## src/rtl/pbs_pkg.sv

```systemverilog
// Constants, types and cycle counts for the protection blanking and burst select block.
// Assumes a single 250 MHz system clock; every time here is turned into cycles of it.
`default_nettype none
package pbs_pkg;

    // System clock rate in kHz.
    localparam int CLK_KHZ = 250000;

    // Leading-edge blanking times in ns, rounded up to whole cycles.
    localparam int LEB_NORMAL_NS = 220;
    localparam int LEB_BURST_NS = 180;
    localparam int LEB_NORMAL_CYC = (LEB_NORMAL_NS * CLK_KHZ + 999999) / 1000000;
    localparam int LEB_BURST_CYC = (LEB_BURST_NS * CLK_KHZ + 999999) / 1000000;

    // Built-in blanking, spike filter and detection window.
    localparam int BLANK_MS = 20;
    localparam int BLANK_CYC = BLANK_MS * CLK_KHZ;
    localparam int SPIKE_US = 30;
    localparam int SPIKE_CYC = (SPIKE_US * CLK_KHZ) / 1000;
    localparam int DETECT_MS = 1;
    localparam int DETECT_CYC = DETECT_MS * CLK_KHZ;

    // Timer width, timer slots and the extended blanking count.
    localparam int TMR_W = 24;
    localparam int TMR_NUM = 4;
    localparam int TMR_LEB = 0;
    localparam int TMR_BLANK = 1;
    localparam int TMR_SPIKE = 2;
    localparam int TMR_WIN = 3;
    localparam int EXT_W = 9;
    localparam int EXT_COUNT = 256;
    localparam int DET_W = 16;

    // Default count boundaries of the level detection.
    localparam int DET_LVL0_MAX = 4;
    localparam int DET_LVL1_MAX = 40;
    localparam int DET_LVL2_MAX = 200;

    // Selected burst pair: entry threshold with its burst current limit.
    typedef enum logic [1:0] {
        PBS_LVL_160_045,
        PBS_LVL_142_037,
        PBS_LVL_127_031,
        PBS_LVL_NEVER
    } pbs_level_t;

    typedef enum logic [1:0] {EXT_IDLE, EXT_CHARGE, EXT_DISCH, EXT_DONE} pbs_ext_st_t;
    typedef enum logic [1:0] {DET_WAIT, DET_CHARGE, DET_DISCH, DET_DONE} pbs_det_st_t;

endpackage
`default_nettype wire

```

## src/rtl/pbs_tmr_if.sv

```systemverilog
// Control and status of one cycle timer.
// Assumes the owner drives run and limit, the timer answers with expired.
`timescale 1ns/1ps
`default_nettype none
interface pbs_tmr_if;
    logic run;
    logic [pbs_pkg::TMR_W-1:0] limit;
    logic expired;
    modport ctrl (output run, output limit, input expired);
    modport tmr (input run, input limit, output expired);
endinterface
`default_nettype wire

```

## src/rtl/pbs_timer.sv

```systemverilog
// Saturating cycle timer: counts while run is high, cleared while it is low.
// Assumes run and limit are synchronous to the system clock.
`timescale 1ns/1ps
`default_nettype none
module pbs_timer (
    // Clock and reset.
    input wire logic i_sys_clk,
    input wire logic i_reset_n,
    // Timer control.
    pbs_tmr_if.tmr tmr
);

    logic [pbs_pkg::TMR_W-1:0] count;
    logic [pbs_pkg::TMR_W-1:0] next_count;

    always_comb begin
        if (!tmr.run) begin
            next_count = '0;
        end else if (count == tmr.limit) begin
            next_count = count;
        end else begin
            next_count = count + 1'b1;
        end
    end

    always_ff @(posedge i_sys_clk or negedge i_reset_n) begin
        if (!i_reset_n) begin
            count <= '0;
        end else begin
            count <= next_count;
        end
    end

    // Expired after limit cycles of uninterrupted run.
    assign tmr.expired = tmr.run && (count == tmr.limit);

endmodule // pbs_timer
`default_nettype wire

```

## src/rtl/pbs_blank_ctrl.sv

```systemverilog
// Control-unit timing: sense blanking, built-in and extended blanking, spike filter, burst select.
// Assumes comparator and supply inputs are synchronous levels; i_reset_n is power-on only.
`timescale 1ns/1ps
`default_nettype none

////////////////////////////////////////////////////////////////////////////////////////////////////
module pbs_blank_ctrl #(
    parameter int BLANK_CYC = pbs_pkg::BLANK_CYC,
    parameter int SPIKE_CYC = pbs_pkg::SPIKE_CYC,
    parameter int DETECT_CYC = pbs_pkg::DETECT_CYC,
    parameter int EXT_COUNT = pbs_pkg::EXT_COUNT,
    parameter int DET_LVL0_MAX = pbs_pkg::DET_LVL0_MAX,
    parameter int DET_LVL1_MAX = pbs_pkg::DET_LVL1_MAX,
    parameter int DET_LVL2_MAX = pbs_pkg::DET_LVL2_MAX
) (
    // Clock and reset.
    input wire logic i_sys_clk,
    input wire logic i_reset_n,
    // Supply and protection state.
    input wire logic i_supply_ok,
    input wire logic i_protection_active,
    // Current sensing.
    input wire logic i_gate_on,
    input wire logic i_burst_mode,
    input wire logic i_cs_cmp,
    output logic o_cs_trip,
    // Feedback comparators.
    input wire logic i_fb_below_burst,
    input wire logic i_overload_cmp,
    input wire logic i_fb_high_cmp,
    input wire logic i_fb_low_cmp,
    // Blanking capacitor comparators.
    input wire logic i_blank_pin_high_cmp,
    input wire logic i_blank_pin_low_cmp,
    // Switches.
    output logic o_blank_charge_switch,
    output logic o_blank_discharge_switch,
    output logic o_feedback_discharge_switch,
    // Mode results.
    output logic o_burst_enter,
    output logic o_ext_done,
    output logic o_auto_restart,
    output logic [1:0] o_burst_level,
    output logic o_level_valid
);

    ////////////////////////////////////////////////////////////////////////////////////////////////
    // Timers.

    pbs_tmr_if tmr [pbs_pkg::TMR_NUM] ();

    genvar g;
    generate
        for (g = 0; g < pbs_pkg::TMR_NUM; g++) begin : gen_tmr
            pbs_timer u_timer (
                .i_sys_clk(i_sys_clk),
                .i_reset_n(i_reset_n),
                .tmr(tmr[g])
            );
        end
    endgenerate

    logic leb_active;
    logic next_leb_active;
    logic gate_q;
    logic cs_trip;
    logic next_cs_trip;
    logic burst_enter;
    logic next_burst_enter;
    logic auto_restart;
    logic next_auto_restart;
    logic blank_exp;
    logic spike_exp;
    logic win_exp;
    logic burst_allowed;
    logic overload_gate;
    pbs_pkg::pbs_ext_st_t ext_st;
    pbs_pkg::pbs_ext_st_t next_ext_st;
    logic [pbs_pkg::EXT_W-1:0] ext_cnt;
    logic [pbs_pkg::EXT_W-1:0] next_ext_cnt;
    pbs_pkg::pbs_det_st_t det_st;
    pbs_pkg::pbs_det_st_t next_det_st;
    logic [pbs_pkg::DET_W-1:0] det_cnt;
    logic [pbs_pkg::DET_W-1:0] next_det_cnt;
    pbs_pkg::pbs_level_t level;
    pbs_pkg::pbs_level_t next_level;

    assign tmr[pbs_pkg::TMR_LEB].run = leb_active;
    assign tmr[pbs_pkg::TMR_LEB].limit = i_burst_mode ?
        pbs_pkg::TMR_W'(pbs_pkg::LEB_BURST_CYC) : pbs_pkg::TMR_W'(pbs_pkg::LEB_NORMAL_CYC);
    // Shared by burst entry and overload restart; held at zero otherwise.
    assign tmr[pbs_pkg::TMR_BLANK].run = i_supply_ok &&
        ((i_fb_below_burst && burst_allowed) || i_overload_cmp);
    assign tmr[pbs_pkg::TMR_BLANK].limit = pbs_pkg::TMR_W'(BLANK_CYC);
    assign tmr[pbs_pkg::TMR_SPIKE].run = overload_gate && !auto_restart;
    assign tmr[pbs_pkg::TMR_SPIKE].limit = pbs_pkg::TMR_W'(SPIKE_CYC);
    assign tmr[pbs_pkg::TMR_WIN].run = (det_st == pbs_pkg::DET_CHARGE) ||
        (det_st == pbs_pkg::DET_DISCH);
    assign tmr[pbs_pkg::TMR_WIN].limit = pbs_pkg::TMR_W'(DETECT_CYC);

    assign blank_exp = tmr[pbs_pkg::TMR_BLANK].expired;
    assign spike_exp = tmr[pbs_pkg::TMR_SPIKE].expired;
    assign win_exp = tmr[pbs_pkg::TMR_WIN].expired;
    assign burst_allowed = (level != pbs_pkg::PBS_LVL_NEVER);
    assign overload_gate = i_overload_cmp && blank_exp && (ext_st == pbs_pkg::EXT_DONE);

    ////////////////////////////////////////////////////////////////////////////////////////////////
    // Sense blanking, burst entry and auto-restart.

    always_comb begin
        next_leb_active = leb_active;
        if (i_gate_on && !gate_q) begin
            next_leb_active = 1'b1;
        end else if (tmr[pbs_pkg::TMR_LEB].expired || !i_gate_on) begin
            next_leb_active = 1'b0;
        end
        next_cs_trip = i_cs_cmp && i_gate_on && !next_leb_active && !leb_active;
        next_burst_enter = blank_exp && i_fb_below_burst && burst_allowed;
        next_auto_restart = i_supply_ok && (auto_restart || spike_exp);
    end

    always_ff @(posedge i_sys_clk or negedge i_reset_n) begin
        if (!i_reset_n) begin
            leb_active <= 1'b0;
            gate_q <= 1'b0;
            cs_trip <= 1'b0;
            burst_enter <= 1'b0;
            auto_restart <= 1'b0;
        end else begin
            leb_active <= next_leb_active;
            gate_q <= i_gate_on;
            cs_trip <= next_cs_trip;
            burst_enter <= next_burst_enter;
            auto_restart <= next_auto_restart;
        end
    end

    ////////////////////////////////////////////////////////////////////////////////////////////////
    // Extended blanking counter.

    always_comb begin
        next_ext_st = ext_st;
        next_ext_cnt = ext_cnt;
        if (!(i_supply_ok && i_overload_cmp)) begin
            next_ext_st = pbs_pkg::EXT_IDLE;
            next_ext_cnt = '0;
        end else begin
            unique case (ext_st)
                pbs_pkg::EXT_IDLE: begin
                    if (blank_exp) begin
                        next_ext_st = pbs_pkg::EXT_CHARGE;
                    end
                end
                pbs_pkg::EXT_CHARGE: begin
                    if (i_blank_pin_high_cmp) begin
                        next_ext_cnt = ext_cnt + 1'b1;
                        if (ext_cnt == pbs_pkg::EXT_W'(EXT_COUNT - 1)) begin
                            next_ext_st = pbs_pkg::EXT_DONE;
                        end else begin
                            next_ext_st = pbs_pkg::EXT_DISCH;
                        end
                    end
                end
                pbs_pkg::EXT_DISCH: begin
                    if (i_blank_pin_low_cmp) begin
                        next_ext_st = pbs_pkg::EXT_CHARGE;
                    end
                end
                pbs_pkg::EXT_DONE: begin
                    next_ext_st = pbs_pkg::EXT_DONE;
                end
            endcase
        end
    end

    always_ff @(posedge i_sys_clk or negedge i_reset_n) begin
        if (!i_reset_n) begin
            ext_st <= pbs_pkg::EXT_IDLE;
            ext_cnt <= '0;
        end else begin
            ext_st <= next_ext_st;
            ext_cnt <= next_ext_cnt;
        end
    end

    ////////////////////////////////////////////////////////////////////////////////////////////////
    // Burst level detection, run once after power-on.

    always_comb begin
        next_det_st = det_st;
        next_det_cnt = det_cnt;
        next_level = level;
        unique case (det_st)
            pbs_pkg::DET_WAIT: begin
                if (i_supply_ok && !i_protection_active) begin
                    next_det_st = pbs_pkg::DET_CHARGE;
                end
            end
            pbs_pkg::DET_CHARGE, pbs_pkg::DET_DISCH: begin
                if (!i_supply_ok) begin
                    next_det_st = pbs_pkg::DET_WAIT;
                    next_det_cnt = '0;
                end else if (win_exp) begin
                    next_det_st = pbs_pkg::DET_DONE;
                    if (det_cnt <= pbs_pkg::DET_W'(DET_LVL0_MAX)) begin
                        next_level = pbs_pkg::PBS_LVL_160_045;
                    end else if (det_cnt <= pbs_pkg::DET_W'(DET_LVL1_MAX)) begin
                        next_level = pbs_pkg::PBS_LVL_142_037;
                    end else if (det_cnt <= pbs_pkg::DET_W'(DET_LVL2_MAX)) begin
                        next_level = pbs_pkg::PBS_LVL_127_031;
                    end else begin
                        next_level = pbs_pkg::PBS_LVL_NEVER;
                    end
                end else if (det_st == pbs_pkg::DET_CHARGE && i_fb_high_cmp) begin
                    next_det_st = pbs_pkg::DET_DISCH;
                    if (det_cnt != '1) begin
                        next_det_cnt = det_cnt + 1'b1;
                    end
                end else if (det_st == pbs_pkg::DET_DISCH && i_fb_low_cmp) begin
                    next_det_st = pbs_pkg::DET_CHARGE;
                end
            end
            pbs_pkg::DET_DONE: begin
                next_det_st = pbs_pkg::DET_DONE;
            end
        endcase
    end

    always_ff @(posedge i_sys_clk or negedge i_reset_n) begin
        if (!i_reset_n) begin
            det_st <= pbs_pkg::DET_WAIT;
            det_cnt <= '0;
            level <= pbs_pkg::PBS_LVL_NEVER;
        end else begin
            det_st <= next_det_st;
            det_cnt <= next_det_cnt;
            level <= next_level;
        end
    end

    ////////////////////////////////////////////////////////////////////////////////////////////////
    // Outputs.

    assign o_cs_trip = cs_trip;
    assign o_burst_enter = burst_enter;
    assign o_auto_restart = auto_restart;
    assign o_blank_charge_switch = (ext_st == pbs_pkg::EXT_CHARGE);
    assign o_blank_discharge_switch = (ext_st == pbs_pkg::EXT_DISCH);
    assign o_ext_done = (ext_st == pbs_pkg::EXT_DONE);
    assign o_feedback_discharge_switch = (det_st == pbs_pkg::DET_DISCH);
    assign o_burst_level = level;
    assign o_level_valid = (det_st == pbs_pkg::DET_DONE);
endmodule // pbs_blank_ctrl
`default_nettype wire

```

## config.mk

```make
export PLATFORM = sky130hd
export DESIGN_NAME = pbs_blank_ctrl
export DESIGN_NICKNAME = d
export VERILOG_FILES = /design/src/rtl/pbs_pkg.sv /design/src/rtl/pbs_tmr_if.sv /design/src/rtl/pbs_timer.sv /design/src/rtl/pbs_blank_ctrl.sv
export SDC_FILE = /design/constraint.sdc
export NUM_CORES = 1
export LEC_CHECK = 0
export BUFFER_PORTS_ARGS = -buffer_cell sky130_fd_sc_hd__buf_4
export CAP_MARGIN = 20
export CORE_MARGIN = 8
export CORE_UTILIZATION = 40
export DETAILED_ROUTE_END_ITERATION = 10
export GPL_TIMING_DRIVEN = 0
export PLACE_DENSITY_LB_ADDON = 0.2
export SYNTH_ARGS = -nofsm -noshare
export SYNTH_HDL_FRONTEND = slang
export SYNTH_HIERARCHICAL = 1
export SYNTH_SLANG_ARGS = --single-unit
```

## constraint.sdc

```tcl
create_clock -name i_sys_clk -period 2.9 [get_ports i_sys_clk]
set_input_delay 0.58 -clock i_sys_clk [delete_from_list [all_inputs] [get_ports i_sys_clk]]
set_output_delay 0.58 -clock i_sys_clk [all_outputs]
set_load 0.02 [all_outputs]
```

* Word-level counts from Yosys, hierarchy flattened
Cells that the tools add are included.
Word-level totals: output and inout port bits 10, input port bits 13, register bits after elaboration 132
Operators by class: eq/ne operators 27, order comparisons 3, reduce and logical (&&, ||, !) cells 38, multiplexer cells 33, $add $sub $neg 6
Operator list (count):
- 2-to-1 mux 24 bit | 8
- adder 24 x 1 -> 24 bit (second input constant) | 4
- 2-to-1 mux 16 bit | 4
- 2-to-1 mux 9 bit | 3
- == test 24 x 13 -> 1 bit (second input constant) | 1
- == test 24 x 18 -> 1 bit (second input constant) | 1
- == test 24 x 23 -> 1 bit (second input constant) | 1
- == test 24 x 6 -> 1 bit | 1
- 2-to-1 mux 2 bit | 11
- logical AND 1 bit | 20
- inequality test 2 bit (second input constant) | 9
- adder 16 x 1 -> 16 bit (second input constant) | 1
- <= comparator 16 x 3 -> 1 bit (second input constant) | 1
- <= comparator 16 x 6 -> 1 bit (second input constant) | 1
- <= comparator 16 x 8 -> 1 bit (second input constant) | 1
- inequality test 16 bit (second input constant) | 1
- adder 9 x 1 -> 9 bit (second input constant) | 1
- == test 9 x 8 -> 1 bit (second input constant) | 1
- inequality test 3 bit (second input constant) | 3
- == test 2 bit (second input constant) | 4
- one-hot mux 2 bit (4 select lines) | 1
- zero test 1 bit | 6
- one-hot mux 2 bit (3 select lines) | 1
- AND reduction 3 bit | 2
- other kinds (10) | 20

* Logic depth before layout (Yosys ltp)
depth after elaboration 11, mapped depth 17

* Hierarchy
The synthesis kept the hierarchy.
Modules (own cells, without submodules):
- pbs_timer at gen_tmr[1].u_timer ... | times used 2, area each 1918.1 um^2, cells each 206
- pbs_blank_ctrl | times used 1, area each 2157.1 um^2, cells each 252
- pbs_timer at gen_tmr[0].u_timer | times used 1, area each 1868.0 um^2, cells each 206
- pbs_timer at gen_tmr[3].u_timer | times used 1, area each 1865.5 um^2, cells each 209

* Worst setup path after synthesis
No wires, ideal clock.
path type input port to flip-flop, start point input i_supply_ok, end point register gen_tmr[2].u_timer/count[15] in the netlist's numbering, data arrival time 3026 ps, stages 15, setup slack -252 ps, library setup time 126 ps, buffers on the path 4, path through clkbuf_1 inv_1 nor2_1 buf_2 nand2_1 nor4_4 and2_1 buf_6 nand3_1 nor2_1 buf_2 nand2_1 nor4_4 a21oi_2 a221o_1
Between the ends: longest elaborated chain between the ends 6, elaborated cells between the ends (all ways) 7, classes of those cells eq/ne (1); mux (1); reduce/logical (5)
RTL lines:
- from (decl) | line pbs_blank_ctrl.sv:20 | input wire logic i_supply_ok,
- logical AND 1 bit * | line pbs_blank_ctrl.sv:92 | assign tmr[pbs_pkg::TMR_BLANK].run = i_supply_ok &&
- net tmr[1].run | line pbs_tmr_if.sv:6 | logic run;
- logical AND 1 bit * | line pbs_timer.sv:35 | assign tmr.expired = tmr.run && (count == tmr.limit);
- net blank_exp | line pbs_blank_ctrl.sv:72 | logic blank_exp;
- logical AND 1 bit * (2 in series) | line pbs_blank_ctrl.sv:105 | assign overload_gate = i_overload_cmp && blank_exp && (ext_st == pbs_pkg::EXT_DONE);
- logical AND 1 bit * | line pbs_blank_ctrl.sv:95 | assign tmr[pbs_pkg::TMR_SPIKE].run = overload_gate && !auto_restart;
- net tmr[2].run | line pbs_tmr_if.sv:6
- inequality test 2 bit (no source line) or 2-to-1 mux 24 bit (tied branches)
- to (signal assigned) | line pbs_timer.sv:30 | count <= next_count;
- to (decl) | line pbs_timer.sv:13 | logic [pbs_pkg::TMR_W-1:0] count;
The timed path passes the listed nets; every way through them passes the cells marked *. A chain may end at the register's enable or synchronous reset.

* Final worst setup path
start point register gen_tmr[1].u_timer/count[18] in the netlist's numbering, end point register gen_tmr[2].u_timer/count[11] in the netlist's numbering
Between the ends: longest elaborated chain between the ends 6, elaborated cells between the ends (all ways) 7, classes of those cells eq/ne (2); mux (1); reduce/logical (4)
RTL lines (line):
- from (decl) | pbs_timer.sv:13
- from (signal assigned) | pbs_timer.sv:30
- == test 24 x 23 -> 1 bit * | pbs_timer.sv:35
- logical AND 1 bit * | pbs_timer.sv:35
- net blank_exp | pbs_blank_ctrl.sv:72
- logical AND 1 bit * (2 in series) | pbs_blank_ctrl.sv:105
- logical AND 1 bit * | pbs_blank_ctrl.sv:95
- net tmr[2].run | pbs_tmr_if.sv:6
- inequality test 2 bit (no source line) or 2-to-1 mux 24 bit (tied branches)
Marked as above.

==> summary.md <==
| Metric | Value |
|---|---|
| Maxcap violations | `0` |
| Fin util | `48.3%` |
| Tmin final | `2740 ps` |
| Pwr Density | `about 470 nW/um^2` |
| CP Capture Type | `flip-flop` |
| Fin. Hold Viols | `0` |
| Sequential fraction of the synthesis area | `34.0%` |
| Clock-pin slew on the worst setup and hold paths | `~60 ps` |
| Die area | `29600 um^2` |
| Status | `completed` |
| Post-DP Area | `10700 um^2` |
| CTS tree | `built` |
| Htree depth | `4` |
| First-pass GRT wire length | `around 43 mm` |
| Crit path arrival time | `3040 ps` |
| Endpoints failing setup | `0` |
| Fraction of layout cells with a size suffix above 1 | `17.9%` |
| Synth warnings | `6` |
| P_leak | `4.95 nW` |
| Worst r2r dst | `gen_tmr[2].u_timer/count[11]$_DFFE_PN0P_` |
| Starting Density | `40.4%` |
| Post-synth ARST share | `100%` |
| Die width | `~170 um` |
| DR DRC count | `0` |
| Cell area after synthesis | `9730 um^2` |
| Vias in the first global route | `8468` |
| DR vias | `a little under 9k` |
| Drt total wl | `25.6 mm` |
| TritonCTS buffer count | `17` |
| Count of cell types in the netlist | `92` |
| Total track usage | `17.8%` |
| Area growth syn-to-layout | `19.6%` |
| FF+latch count, synth | `roughly 130` |
| Nets | `1262` |
| Initial antenna violation count | `0` |
| Pwr Total | `5.50 mW` |
| Pre-CTS setup slack | `-732 ps` |
| Placer Congestion | `0.885` |
| Max VDD drop | `0.364 mV` |
| Multi-input logic area | `6240 um^2` |
| Worst Setup SP | `gen_tmr[1].u_timer/count[18]$_DFFE_PN0P_` |
| DR WL/cell | `16.2 um` |
| Core ar. | `24100 um^2` |
| Ant. Diodes | `0` |
| Hold Buf Count CTS | `0` |
| Setup crit start kind | `flip-flop` |
| Filler instances | `2319` |
| Critical path class | `reg -> reg` |
| Critical Path Sink | `gen_tmr[2].u_timer/count[11]$_DFFE_PN0P_` |
| Clock Path Buffers | `2` |
| # port buffers | `21` |
| Design area | `11600 um^2` |
| Clk root buf | `clkbuf_16` |
| Data required, critical path | `3190 ps` |
| Critical-path maximum fanout | `8` |
| Max Slew Vio Count | `0` |
| Drt first-iter violations | `647` |
| Peak Freq | `365 MHz` |
| Flop-to-flop setup slack | `160 ps` |
| Largest net degree at the start of global routing | `81` |
| Syn Inst Count | `1079` |
| Avg Cell Area, Syn | `9.01 um^2` |
| HPWL after DPL | `17.6 mm` |
| Vias per cell | `between 5 and 6` |
| Clock skew | `9.65 ps` |
| Worst r2r src | `gen_tmr[1].u_timer/count[18]$_DFFE_PN0P_` |
| DRT Pass-1 Iters | `5` |
| Tcrit/Tclk final | `94.6%` |
| Register area | `3310 um^2` |
| Primary FF master, synth | `dfrtp_1` |
| Worst-Margin Slew | `between 500 and 600 ps` |
| Global route total overflow | `0` |
| # clock sinks | `132` |
| Ports | `23` |
| Worst skew pair latency | `about 420 ps` |
| Row cnt | `between 50 and 60` |
| Slew HR | `61.0%` |
| Reg2Reg Depth | `13` |
| Hold crit path type | `in -> async` |
| Die Y | `172 um` |
| Setup_tns | `0 ps` |
| Post-synth EDFFs | `0` |
| Setup slack after layout | `157 ps` |
| ANT nets after route | `0` |
## timing repair
item | in CTS | in global routing
setup endpoints to repair | 44 | 40
buffers inserted | 5 | 17
pin swaps | 4 | 8
gates resized for setup | 21 | 17
gates cloned | 0 | 1
## cell usage after synthesis, drive strengths merged, types with 6 or more instances
cell	number	area share [%]
nand4	60	4.3
o22ai	16	1.0
inv	36	1.4
a41oi	34	3.1
buf	49	3.8
xor2	26	2.3
clkbuf	25	1.4
ha	13	1.7
nor4	18	2.1
nand3	78	4.1
nor3	21	1.3
o41ai	19	2.3
xnor2	74	7.0
nand2b	11	0.71
a21oi	38	2.1
nand2	90	3.5
and3	54	3.7
nor2	63	2.5
and4	14	1.3
and2	17	1.1
a22oi	6	0.57
nor2b	8	0.54
a22o	24	2.2
o21ai	44	2.5
o2bb2ai	6	0.54
dfrtp	130	33
o311ai	7	0.63
o31ai	11	0.85
## registers in the layout, summed over array words and instances (netlist names), 2 cells and up
register               flops
ext_st                     2
gen_tmr.u_timer/count     96
det_cnt                   16
ext_cnt                    9
det_st                     2
o_burst_level              2
## cell families (layout without fill, tap and decap cells)
kind of cell	count (synthesis)	after routing	share of synthesized area (%)
compound gates	251	251	20.0
fa+ha+maj	13	13	1.67
xor+xnor	100	100	9.35
simple gates	463	463	27.5
flops	132	132	34.0
mux	6	6	0.656
buf+inv	112	188	6.69
other cells	2	96	0.0772
## through the flow
step | instances | hold slack, ps
floorplan | 1173 | 284
global placement | 1518 | 440
detailed placement | 1519 | 444
CTS | 1556 | 135
global route | 1573 | 153
finish | 1573 | 129
## critical path: stages, from the launching register on
cell and delay [ps]:
dfrtp_1 470, xnor2_1 170, nand4_2 190, nor4_4 330
and2_4 220, nand3_2 70, nor2_2 100, buf_6 150
nand2_1 70, nor4_2 260, and3_1 230, buf_6 140
buf_8 130, o21ai_0 80
## layout by cell type (no fill, tap or decap), types with 7 or more instances in the layout
cell type / synthesis / final
o41ai_1: 12 / 12
nand2_1: 89 / 86
a22o_1: 24 / 24
ha_1: 13 / 12
nand3_1: 76 / 75
xnor2_1: 71 / 67
buf_6: 17 / 19
o31ai_1: 11 / 11
nor2b_1: 7 / 7
and4_1: 13 / 13
nor4_1: 11 / 9
a21oi_1: 35 / 34
and3_1: 46 / 46
and2_1: 17 / 16
clkbuf_16: 0 / 19
o22ai_1: 16 / 16
nor3_1: 18 / 17
buf_4: 9 / 51
inv_1: 35 / 30
nand4_1: 55 / 55
clkbuf_1: 21 / 17
nor2_1: 59 / 58
buf_2: 23 / 21
nand2b_1: 11 / 11
o21ai_0: 17 / 16
xor2_1: 26 / 26
o41ai_2: 7 / 7
conb_1: 2 / 96
o21ai_1: 25 / 25
dfrtp_1: 130 / 130
a41oi_1: 34 / 34
## per-layer routing
layer | part of all wire [%] | up-vias | global-route usage [%]
met3 | 4.4 | 36 | 3.20
li1 | - | 4294 | -
met2 | 49 | 207 | 30.4
met5 | 0 | - | 0
met1 | 44 | 4228 | 22.2
met4 | 1.9 | 0 | 6.22
## power breakdown
part / total (mW) / switching (mW) / internal (mW)
logic: 1.28 / 0.805 / 0.477
clock network: 2.24 / 0.868 / 1.37
registers: 1.98 / 0.0753 / 1.91
## cell type report
cell class                 instances  area share, %
inverter                          38           1.34
buffer                            73           4.73
sequential                       132           28.4
tap                              324           3.48
clock buffer                      19           3.81
clock inverter                    13           1.34
multi-input combinational        929           53.6
timing repair buffer              45           3.26
## worst min path at each step
stage                     depth (start not counted)  slack, ps             start                                      end
after global routing                              1        150         i_reset_n  gen_tmr[3].u_timer/count[0]$_DFFE_PN0P_
after global placement                            1        440  gate_q$_DFF_PN0_                     leb_active$_DFF_PN0_
after floorplan                                   0        280         i_reset_n                   det_cnt[0]$_DFFE_PN0P_
after detailed placement                          1        440  gate_q$_DFF_PN0_                     leb_active$_DFF_PN0_
final                                             1        130         i_reset_n  gen_tmr[3].u_timer/count[0]$_DFFE_PN0P_
after CTS                                         1        130         i_reset_n  gen_tmr[3].u_timer/count[0]$_DFFE_PN0P_
No activity file was read; power rests on OpenSTA's default activity.
